## config.mk

```make
export PLATFORM = sky130hd
export DESIGN_NAME = tws_slave
export DESIGN_NICKNAME = d
export VERILOG_FILES = /design/src/tws_sync_edge.v /design/src/tws_slave.v
export VERILOG_INCLUDE_DIRS = /design/src /design/src/src
export SDC_FILE = /design/constraint.sdc
export NUM_CORES = 1
export LEC_CHECK = 0
export BUFFER_PORTS_ARGS = -buffer_cell sky130_fd_sc_hd__buf_4
export CAP_MARGIN = 20
export CORE_ASPECT_RATIO = 0.9
export CORE_MARGIN = 2
export CORE_UTILIZATION = 39
export DETAILED_ROUTE_END_ITERATION = 10
export PLACE_DENSITY_LB_ADDON = 0.2
export SKIP_LAST_GASP = 1
export SYNTH_ARGS = -nofsm -noshare
export SYNTH_HDL_FRONTEND = slang
export SYNTH_SLANG_ARGS = --single-unit
export TNS_END_PERCENT = 1
```

## constraint.sdc

```tcl
create_clock -name mclk -period 5.19 [get_ports mclk]
set_clock_uncertainty 0.15 [all_clocks]
set_input_delay 0.2595 -clock mclk [delete_from_list [all_inputs] [get_ports mclk]]
set_output_delay 0.2595 -clock mclk [all_outputs]
set_load 0.02 [all_outputs]
```

## src/tws_consts.vh

```
// Constants of the two-wire slave: register indices, field positions, reset values.
// Assumes byte addresses on the register bus are four times the register index.
`ifndef TWS_CONSTS_VH
`define TWS_CONSTS_VH

// ****************************************
// Register indices
// ****************************************
`define TWS_IDX_CTRL        6'h08
`define TWS_IDX_CMD         6'h0A
`define TWS_IDX_FLAGS       6'h0B
`define TWS_IDX_OWN_ID      6'h0C
`define TWS_IDX_BYTE_PORT   6'h0D
`define TWS_IDX_SECOND_ID   6'h0E
`define TWS_IDX_IRQ_STATUS  6'h0F
`define TWS_IDX_IRQ_MASK    6'h10

// ****************************************
// Control register fields
// ****************************************
`define TWS_CTRL_ENABLE     0
`define TWS_CTRL_AUTO_HS    1
`define TWS_CTRL_PROMISC    2
`define TWS_CTRL_HALT_PERM  5
`define TWS_CTRL_MASTER_EN  7
`define TWS_CTRL_RESET      8'h00

// ****************************************
// Command register fields and codes
// ****************************************
`define TWS_CMD_REPLY_BIT   2
`define TWS_CMD_NOACT       2'h0
`define TWS_CMD_COMPTRANS   2'h2
`define TWS_CMD_RESPONSE    2'h3

// ****************************************
// State flag positions
// ****************************************
`define TWS_FLG_DATA        7
`define TWS_FLG_MATCH_HALT  6
`define TWS_FLG_STRETCH     5
`define TWS_FLG_RXACK       4
`define TWS_FLG_COLL        3
`define TWS_FLG_BUSERR      2
`define TWS_FLG_DIR         1
`define TWS_FLG_CAUSE       0

// ****************************************
// Interrupt status bits and reset values
// ****************************************
`define TWS_IRQ_MATCH       0
`define TWS_IRQ_STOP        1
`define TWS_IRQ_DATA        2
`define TWS_IRQ_BUSERR      3
`define TWS_REG_RESET       8'h00
`define TWS_GENERAL_CALL_ID 7'h00

`endif

```

## src/tws_sync_edge.v

```verilog
// Two-flop synchroniser with edge detection for one bus line.
// Assumes the input is asynchronous to clk; the first stage feeds only the second.
`timescale 1ns/1ps
module tws_sync_edge #(
	parameter RESET_LEVEL = 1'b1
) (
	// Clock and reset
	input  wire clk,
	input  wire reset,
	// Line in
	input  wire line_in,
	// Synchronised level and edges
	output reg  level,
	output wire rise,
	output wire fall
);
	reg stage1;
	reg stage2;

	always @(posedge clk) begin
		if (reset) begin
			stage1 <= RESET_LEVEL;
			stage2 <= RESET_LEVEL;
			level  <= RESET_LEVEL;
		end else begin
			stage1 <= line_in;
			stage2 <= stage1;
			level  <= stage2;
		end
	end

	assign rise = stage2 & ~level;
	assign fall = ~stage2 & level;
endmodule // tws_sync_edge

```

## src/tws_slave.v

```verilog
// Two-wire bus slave: ID matching, direction and match-or-halt status, byte port, bus error.
// Assumes open-drain SCL/SDA resolved outside, mclk at least four times the SCL rate.
//
// Function
// - Bus errors are flagged only while master side enabled; clock four times SCL.
// - Direction bit holds read/write bit of last accepted address packet.
// - Cause bit reads 0 for Stop, 1 for ID match, when flag set.
// - Accepted address packet sets match-or-halt flag and cause bit to one.
// - Incoming seven-bit ID compares against own-ID bits 7 to 1.
// - Own-ID bit 0 enables acceptance of general call ID 0x00.
// - Auto-handshake: byte port read during stretch performs reply action and resumes.
// - Dual-ID select zero: second register bits 7:1 mask own-ID bits.
// - Dual-ID select one: accept own ID and second ID both.
// - Promiscuous match accepts every received ID.
// - Stop sets match-or-halt flag only when halt-flag permit is one.
//
// Implementation choice: the Avalon-MM register port.
`timescale 1ns/1ps
`include "tws_consts.vh"
module tws_slave (
	// Clock and reset
	input  wire       mclk,
	input  wire       reset,
	// Avalon-MM slave
	input  wire [7:0] address,
	input  wire       read,
	input  wire       write,
	input  wire [3:0] byteenable,
	input  wire [31:0] writedata,
	output reg  [31:0] readdata,
	output reg        waitrequest,
	// Interrupt
	output reg        irq,
	// Bus lines
	input  wire       scl_i,
	output reg        scl_o,
	output reg        scl_oe,
	input  wire       sda_i,
	output reg        sda_o,
	output reg        sda_oe
);
	// ****************************************
	// States
	// ****************************************
	localparam ST_IDLE      = 3'h0;
	localparam ST_ADDR      = 3'h1;
	localparam ST_ADDR_HOLD = 3'h2;
	localparam ST_ACK       = 3'h3;
	localparam ST_RX        = 3'h4;
	localparam ST_DATA_HOLD = 3'h5;
	localparam ST_TX        = 3'h6;
	localparam ST_TX_ACK    = 3'h7;

	// ****************************************
	// Declarations
	// ****************************************
	reg  [7:0] ctrl;
	reg        reply_bit_choice;
	reg  [7:0] own_id_reg;
	reg  [7:0] second_id_or_mask_reg;
	reg  [7:0] slave_byte_port;
	reg  [7:0] irq_status;
	reg  [7:0] irq_mask;
	reg        data_flag;
	reg        match_or_halt_flag;
	reg        match_or_halt_cause;
	reg        rxack;
	reg        buserr;
	reg        dir;
	reg  [2:0] state;
	reg  [3:0] cnt;
	reg  [7:0] shifter;
	reg        end_after;
	reg  [7:0] captured;
	wire       scl_lvl;
	wire       scl_rise;
	wire       scl_fall;
	wire       sda_lvl;
	wire       sda_rise;
	wire       sda_fall;
	wire [5:0] idx;
	wire       aligned;
	wire       wr_acc;
	wire       rd_acc;
	wire       scl_stretch_flag;
	wire       enable;
	wire       auto_handshake_mode;
	wire       promiscuous_match;
	wire       halt_flag_permit;
	wire       master_enable;
	wire       start_det;
	wire       stop_det;
	wire [6:0] rx_id;
	wire [6:0] id_compare_mask;
	wire       dual_id_select;
	wire       id_match;
	wire       port_rd;
	wire       port_wr;
	wire       cmd_wr;
	wire [1:0] cmd;
	wire       resume;
	wire       set_buserr;
	wire       reply_now;
	reg  [7:0] flags_view;
	reg  [7:0] next_read;
	reg        ev_match;
	reg        ev_stop;
	reg        ev_data;

	// ****************************************
	// Line synchronisers
	// ****************************************
	tws_sync_edge #(.RESET_LEVEL(1'b1)) u_scl_sync (
		.clk     (mclk),
		.reset   (reset),
		.line_in (scl_i),
		.level   (scl_lvl),
		.rise    (scl_rise),
		.fall    (scl_fall)
	);

	tws_sync_edge #(.RESET_LEVEL(1'b1)) u_sda_sync (
		.clk     (mclk),
		.reset   (reset),
		.line_in (sda_i),
		.level   (sda_lvl),
		.rise    (sda_rise),
		.fall    (sda_fall)
	);

	assign start_det = scl_lvl & sda_fall;
	assign stop_det  = scl_lvl & sda_rise;

	// ****************************************
	// Register decode
	// ****************************************
	assign idx     = address[7:2];
	assign aligned = (address[1:0] == 2'h0);
	assign wr_acc  = write & ~waitrequest & aligned & byteenable[0];
	assign rd_acc  = read & ~waitrequest & aligned;

	assign enable              = ctrl[`TWS_CTRL_ENABLE];
	assign auto_handshake_mode = ctrl[`TWS_CTRL_AUTO_HS];
	assign promiscuous_match   = ctrl[`TWS_CTRL_PROMISC];
	assign halt_flag_permit    = ctrl[`TWS_CTRL_HALT_PERM];
	assign master_enable       = ctrl[`TWS_CTRL_MASTER_EN];
	assign scl_stretch_flag    = scl_oe;

	assign port_rd = rd_acc & (idx == `TWS_IDX_BYTE_PORT);
	assign port_wr = wr_acc & (idx == `TWS_IDX_BYTE_PORT);
	assign cmd_wr  = wr_acc & (idx == `TWS_IDX_CMD);
	assign cmd     = cmd_wr ? writedata[1:0] : `TWS_CMD_NOACT;

	// Auto handshake resumes on a byte port read, or a byte port write in read direction; otherwise a command must be written
	assign resume = scl_oe & ((auto_handshake_mode & (port_rd | (port_wr & dir)))
		| (cmd == `TWS_CMD_RESPONSE) | (cmd == `TWS_CMD_COMPTRANS));
	// A reply bit written together with a command applies to that command
	assign reply_now = cmd_wr ? writedata[`TWS_CMD_REPLY_BIT] : reply_bit_choice;

	// ****************************************
	// ID matching
	// ****************************************
	assign rx_id           = shifter[7:1];
	assign id_compare_mask = second_id_or_mask_reg[7:1];
	assign dual_id_select  = second_id_or_mask_reg[0];
	assign id_match = promiscuous_match
		| (own_id_reg[0] & (rx_id == `TWS_GENERAL_CALL_ID))
		| (dual_id_select ? ((rx_id == own_id_reg[7:1]) | (rx_id == id_compare_mask))
		: (((rx_id ^ own_id_reg[7:1]) & ~id_compare_mask) == 7'h00));

	// Bus error detector belongs to the master side; a Start or Stop inside a byte is illegal
	assign set_buserr = master_enable & enable & (start_det | stop_det)
		& (cnt != 4'h0) & ((state == ST_ADDR) | (state == ST_RX) | (state == ST_TX));

	// ****************************************
	// Bus protocol engine
	// ****************************************
	always @(posedge mclk) begin
		if (reset) begin
			state     <= ST_IDLE;
			cnt       <= 4'h0;
			shifter   <= 8'h00;
			end_after <= 1'b0;
			scl_oe    <= 1'b0;
			sda_oe    <= 1'b0;
			scl_o     <= 1'b0;
			sda_o     <= 1'b0;
			dir       <= 1'b0;
			rxack     <= 1'b0;
			slave_byte_port <= `TWS_REG_RESET;
			ev_match  <= 1'b0;
			ev_stop   <= 1'b0;
			ev_data   <= 1'b0;
		end else begin
			ev_match <= 1'b0;
			ev_stop  <= 1'b0;
			ev_data  <= 1'b0;
			if (port_wr)
				slave_byte_port <= writedata[7:0];
			if (!enable) begin
				state  <= ST_IDLE;
				scl_oe <= 1'b0;
				sda_oe <= 1'b0;
			end else if (stop_det) begin
				state  <= ST_IDLE;
				scl_oe <= 1'b0;
				sda_oe <= 1'b0;
				ev_stop <= halt_flag_permit;
			end else if (start_det) begin
				state  <= ST_ADDR;
				cnt    <= 4'h0;
				scl_oe <= 1'b0;
				sda_oe <= 1'b0;
			end else begin
				case (state)
				ST_IDLE: begin
					cnt <= 4'h0;
				end
				ST_ADDR: begin
					if (scl_rise && cnt < 4'h8) begin
						shifter <= {shifter[6:0], sda_lvl};
						cnt     <= cnt + 4'h1;
					end else if (scl_fall && cnt == 4'h8) begin
						if (id_match) begin
							dir      <= shifter[0];
							ev_match <= 1'b1;
							scl_oe   <= 1'b1;
							state    <= ST_ADDR_HOLD;
						end else begin
							state <= ST_IDLE;
						end
					end
				end
				ST_ADDR_HOLD, ST_DATA_HOLD: begin
					if (resume) begin
						end_after <= (cmd == `TWS_CMD_COMPTRANS);
						if (state == ST_DATA_HOLD && dir) begin
							if (cmd == `TWS_CMD_COMPTRANS) begin
								state <= ST_IDLE;
							end else begin
								shifter <= port_wr ? writedata[7:0] : slave_byte_port;
								sda_oe  <= port_wr ? ~writedata[7] : ~slave_byte_port[7];
								cnt     <= 4'h0;
								state   <= ST_TX;
							end
						end else begin
							sda_oe <= ~reply_now;
							state  <= ST_ACK;
						end
						scl_oe <= 1'b0;
					end
				end
				ST_ACK: begin
					if (scl_fall) begin
						sda_oe <= 1'b0;
						cnt    <= 4'h0;
						if (reply_bit_choice || end_after) begin
							state <= ST_IDLE;
						end else if (dir) begin
							scl_oe  <= 1'b1;
							ev_data <= 1'b1;
							state   <= ST_DATA_HOLD;
						end else begin
							state <= ST_RX;
						end
					end
				end
				ST_RX: begin
					if (scl_rise && cnt < 4'h8) begin
						shifter <= {shifter[6:0], sda_lvl};
						cnt     <= cnt + 4'h1;
					end else if (scl_fall && cnt == 4'h8) begin
						slave_byte_port <= shifter;
						scl_oe  <= 1'b1;
						ev_data <= 1'b1;
						state   <= ST_DATA_HOLD;
					end
				end
				ST_TX: begin
					if (scl_fall) begin
						if (cnt == 4'h7) begin
							sda_oe <= 1'b0;
							state  <= ST_TX_ACK;
						end else begin
							sda_oe  <= ~shifter[6];
							shifter <= {shifter[6:0], 1'b0};
							cnt     <= cnt + 4'h1;
						end
					end
				end
				ST_TX_ACK: begin
					if (scl_rise) begin
						rxack <= sda_lvl;
					end else if (scl_fall) begin
						if (rxack) begin
							state <= ST_IDLE;
						end else begin
							scl_oe  <= 1'b1;
							ev_data <= 1'b1;
							state   <= ST_DATA_HOLD;
						end
					end
				end
				default: begin
					state <= ST_IDLE;
				end
				endcase
			end
		end
	end

	// ****************************************
	// Status flags
	// ****************************************
	always @(posedge mclk) begin
		if (reset) begin
			data_flag           <= 1'b0;
			match_or_halt_flag  <= 1'b0;
			match_or_halt_cause <= 1'b0;
			buserr              <= 1'b0;
		end else begin
			// Clears come first so that a simultaneous event still sets
			if (port_rd || port_wr || cmd_wr) begin
				data_flag          <= 1'b0;
				match_or_halt_flag <= 1'b0;
			end
			if (wr_acc && idx == `TWS_IDX_FLAGS && writedata[`TWS_FLG_BUSERR])
				buserr <= 1'b0;
			if (ev_data)
				data_flag <= 1'b1;
			if (ev_match) begin
				match_or_halt_flag  <= 1'b1;
				match_or_halt_cause <= 1'b1;
			end else if (ev_stop) begin
				match_or_halt_flag  <= 1'b1;
				match_or_halt_cause <= 1'b0;
			end
			if (set_buserr)
				buserr <= 1'b1;
		end
	end

	// ****************************************
	// Register bus and interrupt
	// ****************************************
	always @* begin
		flags_view = {data_flag, match_or_halt_flag, scl_stretch_flag, rxack,
			1'b0, buserr, dir, match_or_halt_cause};
		case (idx)
		`TWS_IDX_CTRL:       next_read = ctrl;
		`TWS_IDX_CMD:        next_read = {5'h00, reply_bit_choice, 2'h0};
		`TWS_IDX_FLAGS:      next_read = flags_view;
		`TWS_IDX_OWN_ID:     next_read = own_id_reg;
		`TWS_IDX_BYTE_PORT:  next_read = slave_byte_port;
		`TWS_IDX_SECOND_ID:  next_read = second_id_or_mask_reg;
		`TWS_IDX_IRQ_STATUS: next_read = irq_status;
		`TWS_IDX_IRQ_MASK:   next_read = irq_mask;
		default:             next_read = 8'h00;
		endcase
		if (!aligned)
			next_read = 8'h00;
	end

	always @(posedge mclk) begin
		if (reset) begin
			waitrequest           <= 1'b1;
			readdata              <= 32'h0000_0000;
			captured              <= 8'h00;
			ctrl                  <= `TWS_CTRL_RESET;
			reply_bit_choice      <= 1'b0;
			own_id_reg            <= `TWS_REG_RESET;
			second_id_or_mask_reg <= `TWS_REG_RESET;
			irq_status            <= `TWS_REG_RESET;
			irq_mask              <= `TWS_REG_RESET;
			irq                   <= 1'b0;
		end else begin
			// One wait cycle, then the access completes
			if ((read || write) && waitrequest) begin
				waitrequest <= 1'b0;
				readdata    <= {24'h000000, next_read};
				captured    <= (read && idx == `TWS_IDX_IRQ_STATUS) ? irq_status : 8'h00;
			end else begin
				waitrequest <= 1'b1;
			end
			if (wr_acc) begin
				case (idx)
				`TWS_IDX_CTRL:      ctrl <= writedata[7:0];
				`TWS_IDX_CMD:       reply_bit_choice <= writedata[`TWS_CMD_REPLY_BIT];
				`TWS_IDX_OWN_ID:    own_id_reg <= writedata[7:0];
				`TWS_IDX_SECOND_ID: second_id_or_mask_reg <= writedata[7:0];
				`TWS_IDX_IRQ_MASK:  irq_mask <= writedata[7:0];
				default: begin
				end
				endcase
			end
			// Only the bits already returned are cleared; new events set over the clear
			irq_status <= (rd_acc && idx == `TWS_IDX_IRQ_STATUS ? (irq_status & ~captured) : irq_status)
				| ({4'h0, set_buserr, ev_data, ev_stop, ev_match} << `TWS_IRQ_MATCH);
			irq <= |(irq_status & irq_mask);
		end
	end
endmodule // tws_slave

```

Word-level counts from Yosys, hierarchy flattened:

Index checks and enable logic that the tools add are counted.
W data, S select, Z words.

* register bits after elaboration: 100
* latch bits: 0
* RAM bits: 0
* memory bits (read-only): 0
* input port bits: 50
* output and inout port bits: 38
* word-level logic and storage cells: 278
* memories: 0

* add/sub/neg operators: 1
* multipliers: 0
* divide/modulo/power cells: 0
* magnitude comparators: 1
* eq/ne operators: 54
* shifts and indexed selects: 0
* mux-type cells: 88
* bitwise gates (word level): 53
* reductions and logical operators: 48

Operators with widths (number)
* $mux W8: 16
* $pmux W8 S8: 1
* $eq A6 B4 Y1 const B: 7
* $mux W3: 14
* $mux W1: 41
* $ne A3 B3 Y1 const B: 11
* $mux W4: 8
* $ne A2 B2 Y1 const B: 14
* $pmux W8 S3: 1
* $and A1 B1 Y1: 22
* $reduce_and A11 Y1: 2
* $pmux W4 S5: 1
* $reduce_and A10 Y1: 2
* $pmux W3 S6: 1
* $and A8 B8 Y8: 2
* $not A1 Y1: 15
* $reduce_and A5 Y1: 3
* $eq A7 B7 Y1: 2
* $logic_not A7 Y1: 2
* $reduce_and A13 Y1: 1
* $eq A3 B3 Y1 const B: 4
* $reduce_bool A6 Y1: 2
* $reduce_and A2 Y1: 5
* $ne A3 B2 Y1 const B: 3
* 34 further kinds: 65

Longest topological paths before layout:

Gate-level depths: netlist of the first run.

* word-level depth: 14
* gate-level depth with buffers: 9
* depth with buffers taken out: 8

By module:

Synthesis of the first run repeated with hierarchy kept, for this count alone.

* cells, all modules: 655
* area total of the unflattened synthesis: 5316.3 um^2

Modules (own cells, without submodules)
* tws_slave: times used 1, cells an instance 639, area an instance 5131.2 um^2, seq. area each 1881.8 um^2
* tws_sync_edge: times used 2, cells an instance 8, area an instance 92.6 um^2, seq. area each 60.1 um^2

Worst setup path before layout of the first run:

Ideal clock, no wire load.

* path type: register to register
* from: register waitrequest
* to: register shifter[6]
* library setup time: 121 ps
* arrival time: 2424 ps
* path slack: 2495 ps
* stages on the path, launching flop included: 9
* period minus slack after synthesis: 2695 ps
* cells stage by stage: dfxtp_1 > or3_1 > clkbuf_1 > or4_4 > o22ai_4 > a21oi_2 > buf_6 > nor2_1 > mux2_2

* word-level cells in the longest chain between the ends: 13
* elaborated cells on any way between the ends: 26
* those cells by class: 4 x eq/ne; 6 x mux; 15 x bitwise; 1 x reduce/logical

Ends and longest elaborated chain
* start, declared: RTL line tws_slave.v:31 `output reg waitrequest,`
* start signal, assigned: RTL line tws_slave.v:366 `waitrequest <= 1'b1;`
* start signal, assigned: RTL line tws_slave.v:379 `waitrequest <= 1'b0;`
* start signal, assigned: RTL line tws_slave.v:383 `waitrequest <= 1'b1;`
* $not A1 Y1 (*): RTL line tws_slave.v:139, tws_slave.v:140
* $and A1 B1 Y1 (3 in series): RTL line tws_slave.v:139 `assign wr_acc = write & ~waitrequest & aligned & byteenable[0];`
* $and A1 B1 Y1: RTL line tws_slave.v:150 `` assign port_wr = wr_acc & (idx == `TWS_IDX_BYTE_PORT); ``
* $and A1 B1 Y1: RTL line tws_slave.v:155 `assign resume = scl_oe & ((auto_handshake_mode & (port_rd | (port_wr & dir)))`
* $or A1 B1 Y1: RTL line tws_slave.v:155
* $and A1 B1 Y1: RTL line tws_slave.v:155
* $or A1 B1 Y1 (2 in series): RTL line tws_slave.v:155
* $and A1 B1 Y1: RTL line tws_slave.v:155
* $ne A2 B2 Y1 (no source line)
* $reduce_and A10 Y1 (no source line)
* end signal, assigned: RTL line tws_slave.v:221 `shifter <= {shifter[6:0], sda_lvl};`
* end signal, assigned: RTL line tws_slave.v:241 `shifter <= port_wr ? writedata[7:0] : slave_byte_port;`
* end signal, assigned: RTL line tws_slave.v:270 `shifter <= {shifter[6:0], sda_lvl};`
* end, declared: RTL line tws_slave.v:72 `reg [7:0] shifter;`

Mark *: on every way between the ends. The rest lies on a longest branch, timed or not. The select of a mux whose other input is x is not followed.
A chain may end at the register's enable or synchronous reset.

Worst setup path in the final report of the first run:

* from: register u_scl_sync.level
* to: register cnt[2]

* word-level cells in the longest chain between the ends: 5
* elaborated cells on any way between the ends: 17
* those cells by class: 7 x eq/ne; 1 x mux; 6 x bitwise; 3 x reduce/logical

Ends and longest elaborated chain
* start, declared: RTL line tws_sync_edge.v:13 `output reg level,`
* start signal, assigned: RTL line tws_sync_edge.v:28 `level <= stage2;`
* $not A1 Y1: RTL line tws_sync_edge.v:32 `assign rise = stage2 & ~level;`
* $and A1 B1 Y1: RTL line tws_sync_edge.v:32
* $logic_and A1 B1 Y1: RTL line tws_slave.v:220, tws_slave.v:269
* $ne A3 B1 Y1 (no source line)
* $reduce_and A10 Y1 (no source line)
* end signal, assigned: RTL line tws_slave.v:222 `cnt <= cnt + 4'h1;`
* end signal, assigned: RTL line tws_slave.v:271 `cnt <= cnt + 4'h1;`
* end signal, assigned: RTL line tws_slave.v:287 `cnt <= cnt + 4'h1;`
* end, declared: RTL line tws_slave.v:71 `reg [3:0] cnt;`

Several ways; a longest one is shown, not always the timed one.

==> metrics.md, run 1 <==
| Metric | Value |
|---|---|
| Worst IR Drop VDD | `0.198 mV` |
| Rows | `41` |
| Initial Util | `0.394` |
| Hold Vio Cnt, Final | `0` |
| Largest net degree at the start of global routing | `102` |
| Placer Congestion | `0.889` |
| Most area-consuming cells after synthesis | `dfxtp_1, a21oi_1, nand3_1` |
| Met2 Wirelength | `7.06 mm` |
| Post-CTS setup buffer count | `0` |
| Syn_area_per_cell | `8.02 µm²` |
| CP Data Required Time | `5.32 ns` |
| Startpoint type of the worst setup path | `flop` |
| Core area | `0.0139 mm²` |
| Initial DRC Count | `476` |
| Root Driver | `clkbuf_16` |
| Post-CTS Resized | `0` |
| HP Class | `in2reg` |
| Met3 routed WL | `1.13 mm` |
| Die W | `129 µm` |
| Status | `completed` |
| DIE HEIGHT | `116 µm` |
| DP Worst Slack | `2.17 ns` |
| Leakage Power | `2.11 nW` |
| N_diodes | `0` |
| RSZ-0062 raised after global routing | `no` |
| Drt pass-1 iters | `5` |
| Initial antenna violation count | `0` |
| Max Cap Viol | `0` |
| Reg power frac | `0.497` |
| GRT overflow | `0` |
| CTS buffer count | `9` |
| Clock transition at the registers of the reported paths | `0.07 ns` |
| Highest Signal Layer | `met4` |
| Crit path kind | `reg2reg` |
| Port Buffers | `34` |
| Post-synth EDFFs | `0` |
| Post-route minimum period | `3.00 ns` |
| Part of the Yosys area used for sequential elements | `0.365` |
| Skew-Pair Late Insertion Delay | `0.36 ns` |
| Per-cell routed wire length | `18.6 µm` |
| Total GRT Usage | `0.223` |
| Netlist cell types | `74` |
| Detailed Route WL | `16.4 mm` |
| Cell taking the most area after synthesis | `dfxtp_1` |
| CTS max path bufs | `2` |
| Sw power | `0.000384 W` |
| Met1 Wirelength | `8.05 mm` |
| Drt via density | `5.75` |
| Worst-path fanout max | `12` |
| DP HPWL | `11.8 mm` |
| Final setup margin | `2.19 ns` |
| Filler instances | `1448` |
| Layout cell share with drive strength beyond 1 | `0.128` |
| Top cells by count, synth | `dfxtp_1, a21oi_1, nor2_1` |
| Total I/O pin count | `88` |
| Via count | `5098` |
| Int Power | `0.00117 W` |
| CP Capture Type | `flop` |
| Setup TNS | `0 ns` |
| Most common cell in the netlist | `dfxtp_1` |
| Mapped cell area | `0.00548 mm²` |
| Storage cell area | `0.00200 mm²` |
| Prevailing post-synth register cell | `dfxtp_1` |
| CP Data Arrival Time | `3.14 ns` |
| Comb pwr share | `0.059` |
| Min-Delay Path Depth | `3` |
| Pwr Total | `0.00155 W` |
| Area grow syn2layout | `10.7%` |
| Register-to-Register Path Depth | `6` |
| Clock share of power | `0.445` |
| Worst Tran Pin Value | `0.982 ns` |
| DRC violations left | `0` |
| Power per cell area | `256 mW/mm²` |
| Setup violators final | `0` |
| Cells after Synth | `684` |
| Async S/R FF share, synth | `0` |
| Yosys reg bits | `100` |
| Num Clock Sinks | `100` |
| Antenna viol nets, final | `0` |
| Vias in the first global route | `4623` |
| Syn. warnings | `0` |
| Sw frac | `0.247` |
| FMAX | `333 MHz` |
| TritonCTS clock tree | `yes` |
| H-tree Lvls | `3` |
| # hold bufs at CTS | `2` |
| Area of the multi-input gates | `0.00314 mm²` |
| Tcrit/Tclk final | `0.579` |
| Top cell type's share of synthesized area | `0.365` |
| Max-slew violations | `0` |
| Slew headroom | `0.336` |
| Layout Nets | `740` |
| Global-route wire length before repair | `25.7 mm` |
| Die area | `0.0150 mm²` |
-- logic make-up after synthesis --
group	synth area share
other	0.000684
AO/OA/AOI/OAI	0.216
adder cells (fa/ha/maj)	0.00456
multiplexers	0.0570
buffers and inverters	0.0803
flip-flops	0.365
AND/OR/NAND/NOR	0.251
XOR/XNOR	0.0256
-- power groups by stage --
stage          sequential, W  combinational, W  clock, W
5_1_grt             0.000772         0.0000990  0.000731
2_1_floorplan       0.000789         0.0000694         0
4_1_cts             0.000772         0.0000898  0.000701
6_report            0.000772         0.0000912  0.000691
3_3_place_gp        0.000790         0.0000861         0
3_5_place_dp        0.000790         0.0000884         0
-- layer usage --
layer	track usage	vias to the layer above
met3	0.0412	16
li1	-	2437
met4	0.0594	0
met2	0.328	201
met5	0	-
met1	0.335	2444
-- stage by stage --
| step | cell area (µm²) | hold WS, ns | util | std cells |
|---|---|---|---|---|
| floorplan | 5580 | 0.213 | - | 709 |
| global placement | 5740 | 0.247 | 0.413 | 866 |
| detailed placement | 5740 | 0.247 | 0.413 | 867 |
| CTS | 6060 | 0.0431 | 0.436 | 885 |
| global route | 6070 | 0.0466 | 0.437 | 886 |
| finish | 6070 | 0.0421 | 0.437 | 886 |
-- layout make-up --
class,count,share of cell area
Sequential cell,100,0.330
Clock inverter,7,0.0122
Multi-Input combinational cell,520,0.518
Tap cell,193,0.0398
Timing Repair Buffer,44,0.0552
Clock buffer,9,0.0371
Inverter,13,0.00804
-- worst max-delay path, cell delays in order, from the launching register on --
cell and delay (ns):
dfxtp_1 0.51, nor2b_1 0.57, o311ai_0 0.19, a2111oi_0 0.54, a31oi_2 0.29, or4b_1 0.55, a21oi_1 0.13
-- placed cells by master (no fill, tap or decap), drive strengths merged, types with 8 or more instances in the layout --
cell / count
dfxtp: 100
a21oi: 72
nor2: 62
nand2: 61
nand3: 48
buf: 42
o21ai: 27
conb: 26
mux2i: 20
a22oi: 19
nand2b: 16
inv: 15
xnor2: 11
mux2: 10
clkbuf: 9
nand4: 8
a211oi: 8
nor4: 8
-- worst paths after layout --
path | slack [ns] | from | endpoint
max | 2.19 | u_scl_sync.level | cnt[2]
min reg2reg | 0.26 | u_scl_sync.stage1 | u_scl_sync.stage2
max reg2reg | 2.19 | u_scl_sync.level | cnt[2]
min | 0.04 | writedata[7] | second_id_or_mask_reg[7]
(Power assumes the default switching activity.)
==> inputs of run 2 (changes only) <==
==> constraint.sdc (replaced) <==
create_clock -name mclk -period 2.91 [get_ports mclk]
set_clock_uncertainty 0.15 [all_clocks]
set_input_delay 0.1455 -clock mclk [delete_from_list [all_inputs] [get_ports mclk]]
set_output_delay 0.1455 -clock mclk [all_outputs]
set_load 0.02 [all_outputs]
==> run 2 against run 1 <==
Total power rose by 80%; highest routed layer unchanged; count of clock-buffer cells in the layout grew 3; die area is the same; worst setup slack lost 2.0 ns; hold slack better by 0.027 ns; wire length rose by 1.7%; clock power rose by 81%; fmax up 8.9%; non-clock buffer count rose by 29.
==> metrics.md, run 2 (synthesized netlist as in run 1, its figures left out) <==
| Metric | Value |
|---|---|
| Status | `completed` |
| Final setup margin | `0.151 ns` |
| Rows | `41` |
| Initial Util | `0.394` |
| CTS max path bufs | `2` |
| Total GRT Usage | `0.228` |
| Area grow syn2layout | `15.1%` |
| Power per cell area | `444 mW/mm²` |
| Hold Path Origin | `reset` |
| Hold_ws | `0.0687 ns` |
| Die W | `129 µm` |
| N_diodes | `0` |
| GRT overflow | `0` |
| Per-cell routed wire length | `18.3 µm` |
| Core area | `0.0139 mm²` |
| Storage cell area | `0.00200 mm²` |
| CP top delay family | `compound AO/OA/AOI/OAI gates` |
| Crit path kind | `reg2reg` |
| Area of the multi-input gates | `0.00314 mm²` |
| Post-CTS setup buffer count | `0` |
| CP Data Arrival Time | `2.88 ns` |
| DIE HEIGHT | `116 µm` |
| RSZ-0062 raised after global routing | `no` |
| Worst IR Drop VDD | `0.313 mV` |
| FMAX | `362 MHz` |
| Max incr delay on CP | `0.55 ns` |
| TritonCTS clock tree | `yes` |
| Skew-Pair Late Insertion Delay | `0.36 ns` |
| Most frequent cells in the layout | `dfxtp_1, a21oi_1, buf_4` |
| Leakage Power | `2.25 nW` |
| Slew headroom | `0.463` |
| CTS buffer count | `9` |
| WP buf/inv | `0` |
| Global-route wire length before repair | `26.1 mm` |
| Commonest non-fill, non-tap cell in the layout | `dfxtp_1` |
| # hold bufs at CTS | `10` |
| Post-CTS Resized | `0` |
| Drt pass-1 iters | `5` |
| Worst Tran Pin Value | `0.801 ns` |
| Vias in the first global route | `4795` |
| CP cell instances | `nor4b_1 > a2111oi_0 > a2111oi_0 > a31oi_2 > or4b_1 > a21oi_1` |
| Placer Congestion | `0.915` |
| Root Driver | `clkbuf_16` |
| Port Buffers | `34` |
| Filler instances | `1375` |
| DRC violations left | `0` |
| Worst-path fanout max | `8` |
| Largest net degree at the start of global routing | `55` |
| HP Class | `in2reg` |
| Num Clock Sinks | `100` |
| DP HPWL | `12.2 mm` |
| Initial antenna violation count | `0` |
| CP Data Required Time | `3.03 ns` |
| R2r startpoint | `u_scl_sync.stage2` |
| Die area | `0.0150 mm²` |
| H-tree Lvls | `3` |
| Detailed Route WL | `16.7 mm` |
| Max Cap Viol | `0` |
| Clock transition at the registers of the reported paths | `0.07 ns` |
| Layout Nets | `769` |
| Max-slew violations | `0` |
| Setup violators final | `0` |
| Worst Setup SP | `u_scl_sync.stage2` |
| Total I/O pin count | `88` |
| Setup TNS | `0 ns` |
| Slowest cell on the critical path | `or4b_1` |
| Util after Layout | `0.454` |
| Initial DRC Count | `489` |
| Hold Vio Cnt, Final | `0` |
| Startpoint type of the worst setup path | `flop` |
| Antenna viol nets, final | `0` |
| Tcrit/Tclk final | `0.948` |
| Most used cell along the critical path | `a2111oi_0` |
| Layout cell share with drive strength beyond 1 | `0.150` |
| Drt via density | `5.69` |
| DP Worst Slack | `0.198 ns` |
| Via count | `5199` |
| CP Capture Type | `flop` |
| Post-route minimum period | `2.76 ns` |
==> run 2: cell types whose count changed in the layout (fill, tap and decap cells not counted) <==
cell           previous run  this run
dlygate4sd3_1             2        10
inv_6                     2         0
clkbuf_8                  0         2
clkbuf_1                  0         1
clkinv_2                  2         0
buf_4                    42        63
==> run 2: worst reg2reg max path, stage by stage (launching register included) <==
cell and delay, ns:
dfxtp_1 0.49, nor4b_1 0.46, a2111oi_0 0.11, a2111oi_0 0.45, a31oi_2 0.29, or4b_1 0.55, a21oi_1 0.17
==> run 2: worst paths after layout <==
kind,to,slack [ns],cells past startpoint
hold / removal,end_after,0.07,2
setup / recovery,cnt[2],0.15,6
hold reg to reg,u_sda_sync.stage2,0.26,1
setup reg to reg,cnt[2],0.15,6
==> run 2: area by class of cell <==
class	instances	area share
Clock inverter	3	0.00734
Sequential cell	100	0.317
Multi-Input combinational cell	520	0.498
Clock buffer	12	0.0406
Inverter	13	0.00773
Timing Repair Buffer	73	0.0908
Tap cell	193	0.0383
==> run 2: layer usage <==
layer / wire length, µm / part of all wire / global-route usage
met1: 8100 / 0.48 / 0.332
met2: 7100 / 0.42 / 0.333
met3: 1270 / 0.076 / 0.0541
met4: 251 / 0.015 / 0.0674
met5: 0 / 0 / 0
==> run 2: through the flow <==
stage | area, µm² | cells | total power (W)
finish | 6310 | 914 | 0.00280
global route | 6310 | 914 | 0.00290
CTS | 6310 | 914 | 0.00283
detailed placement | 5910 | 889 | 0.00157
global placement | 5910 | 889 | 0.00157
floorplan | 5580 | 709 | 0.00153
==> run 2: power breakdown <==
group          internal [W]  switching [W]  total [W]
Sequential          0.00137     0.00000429    0.00138
Clock              0.000711       0.000536    0.00125
Combinational     0.0000552       0.000122   0.000177
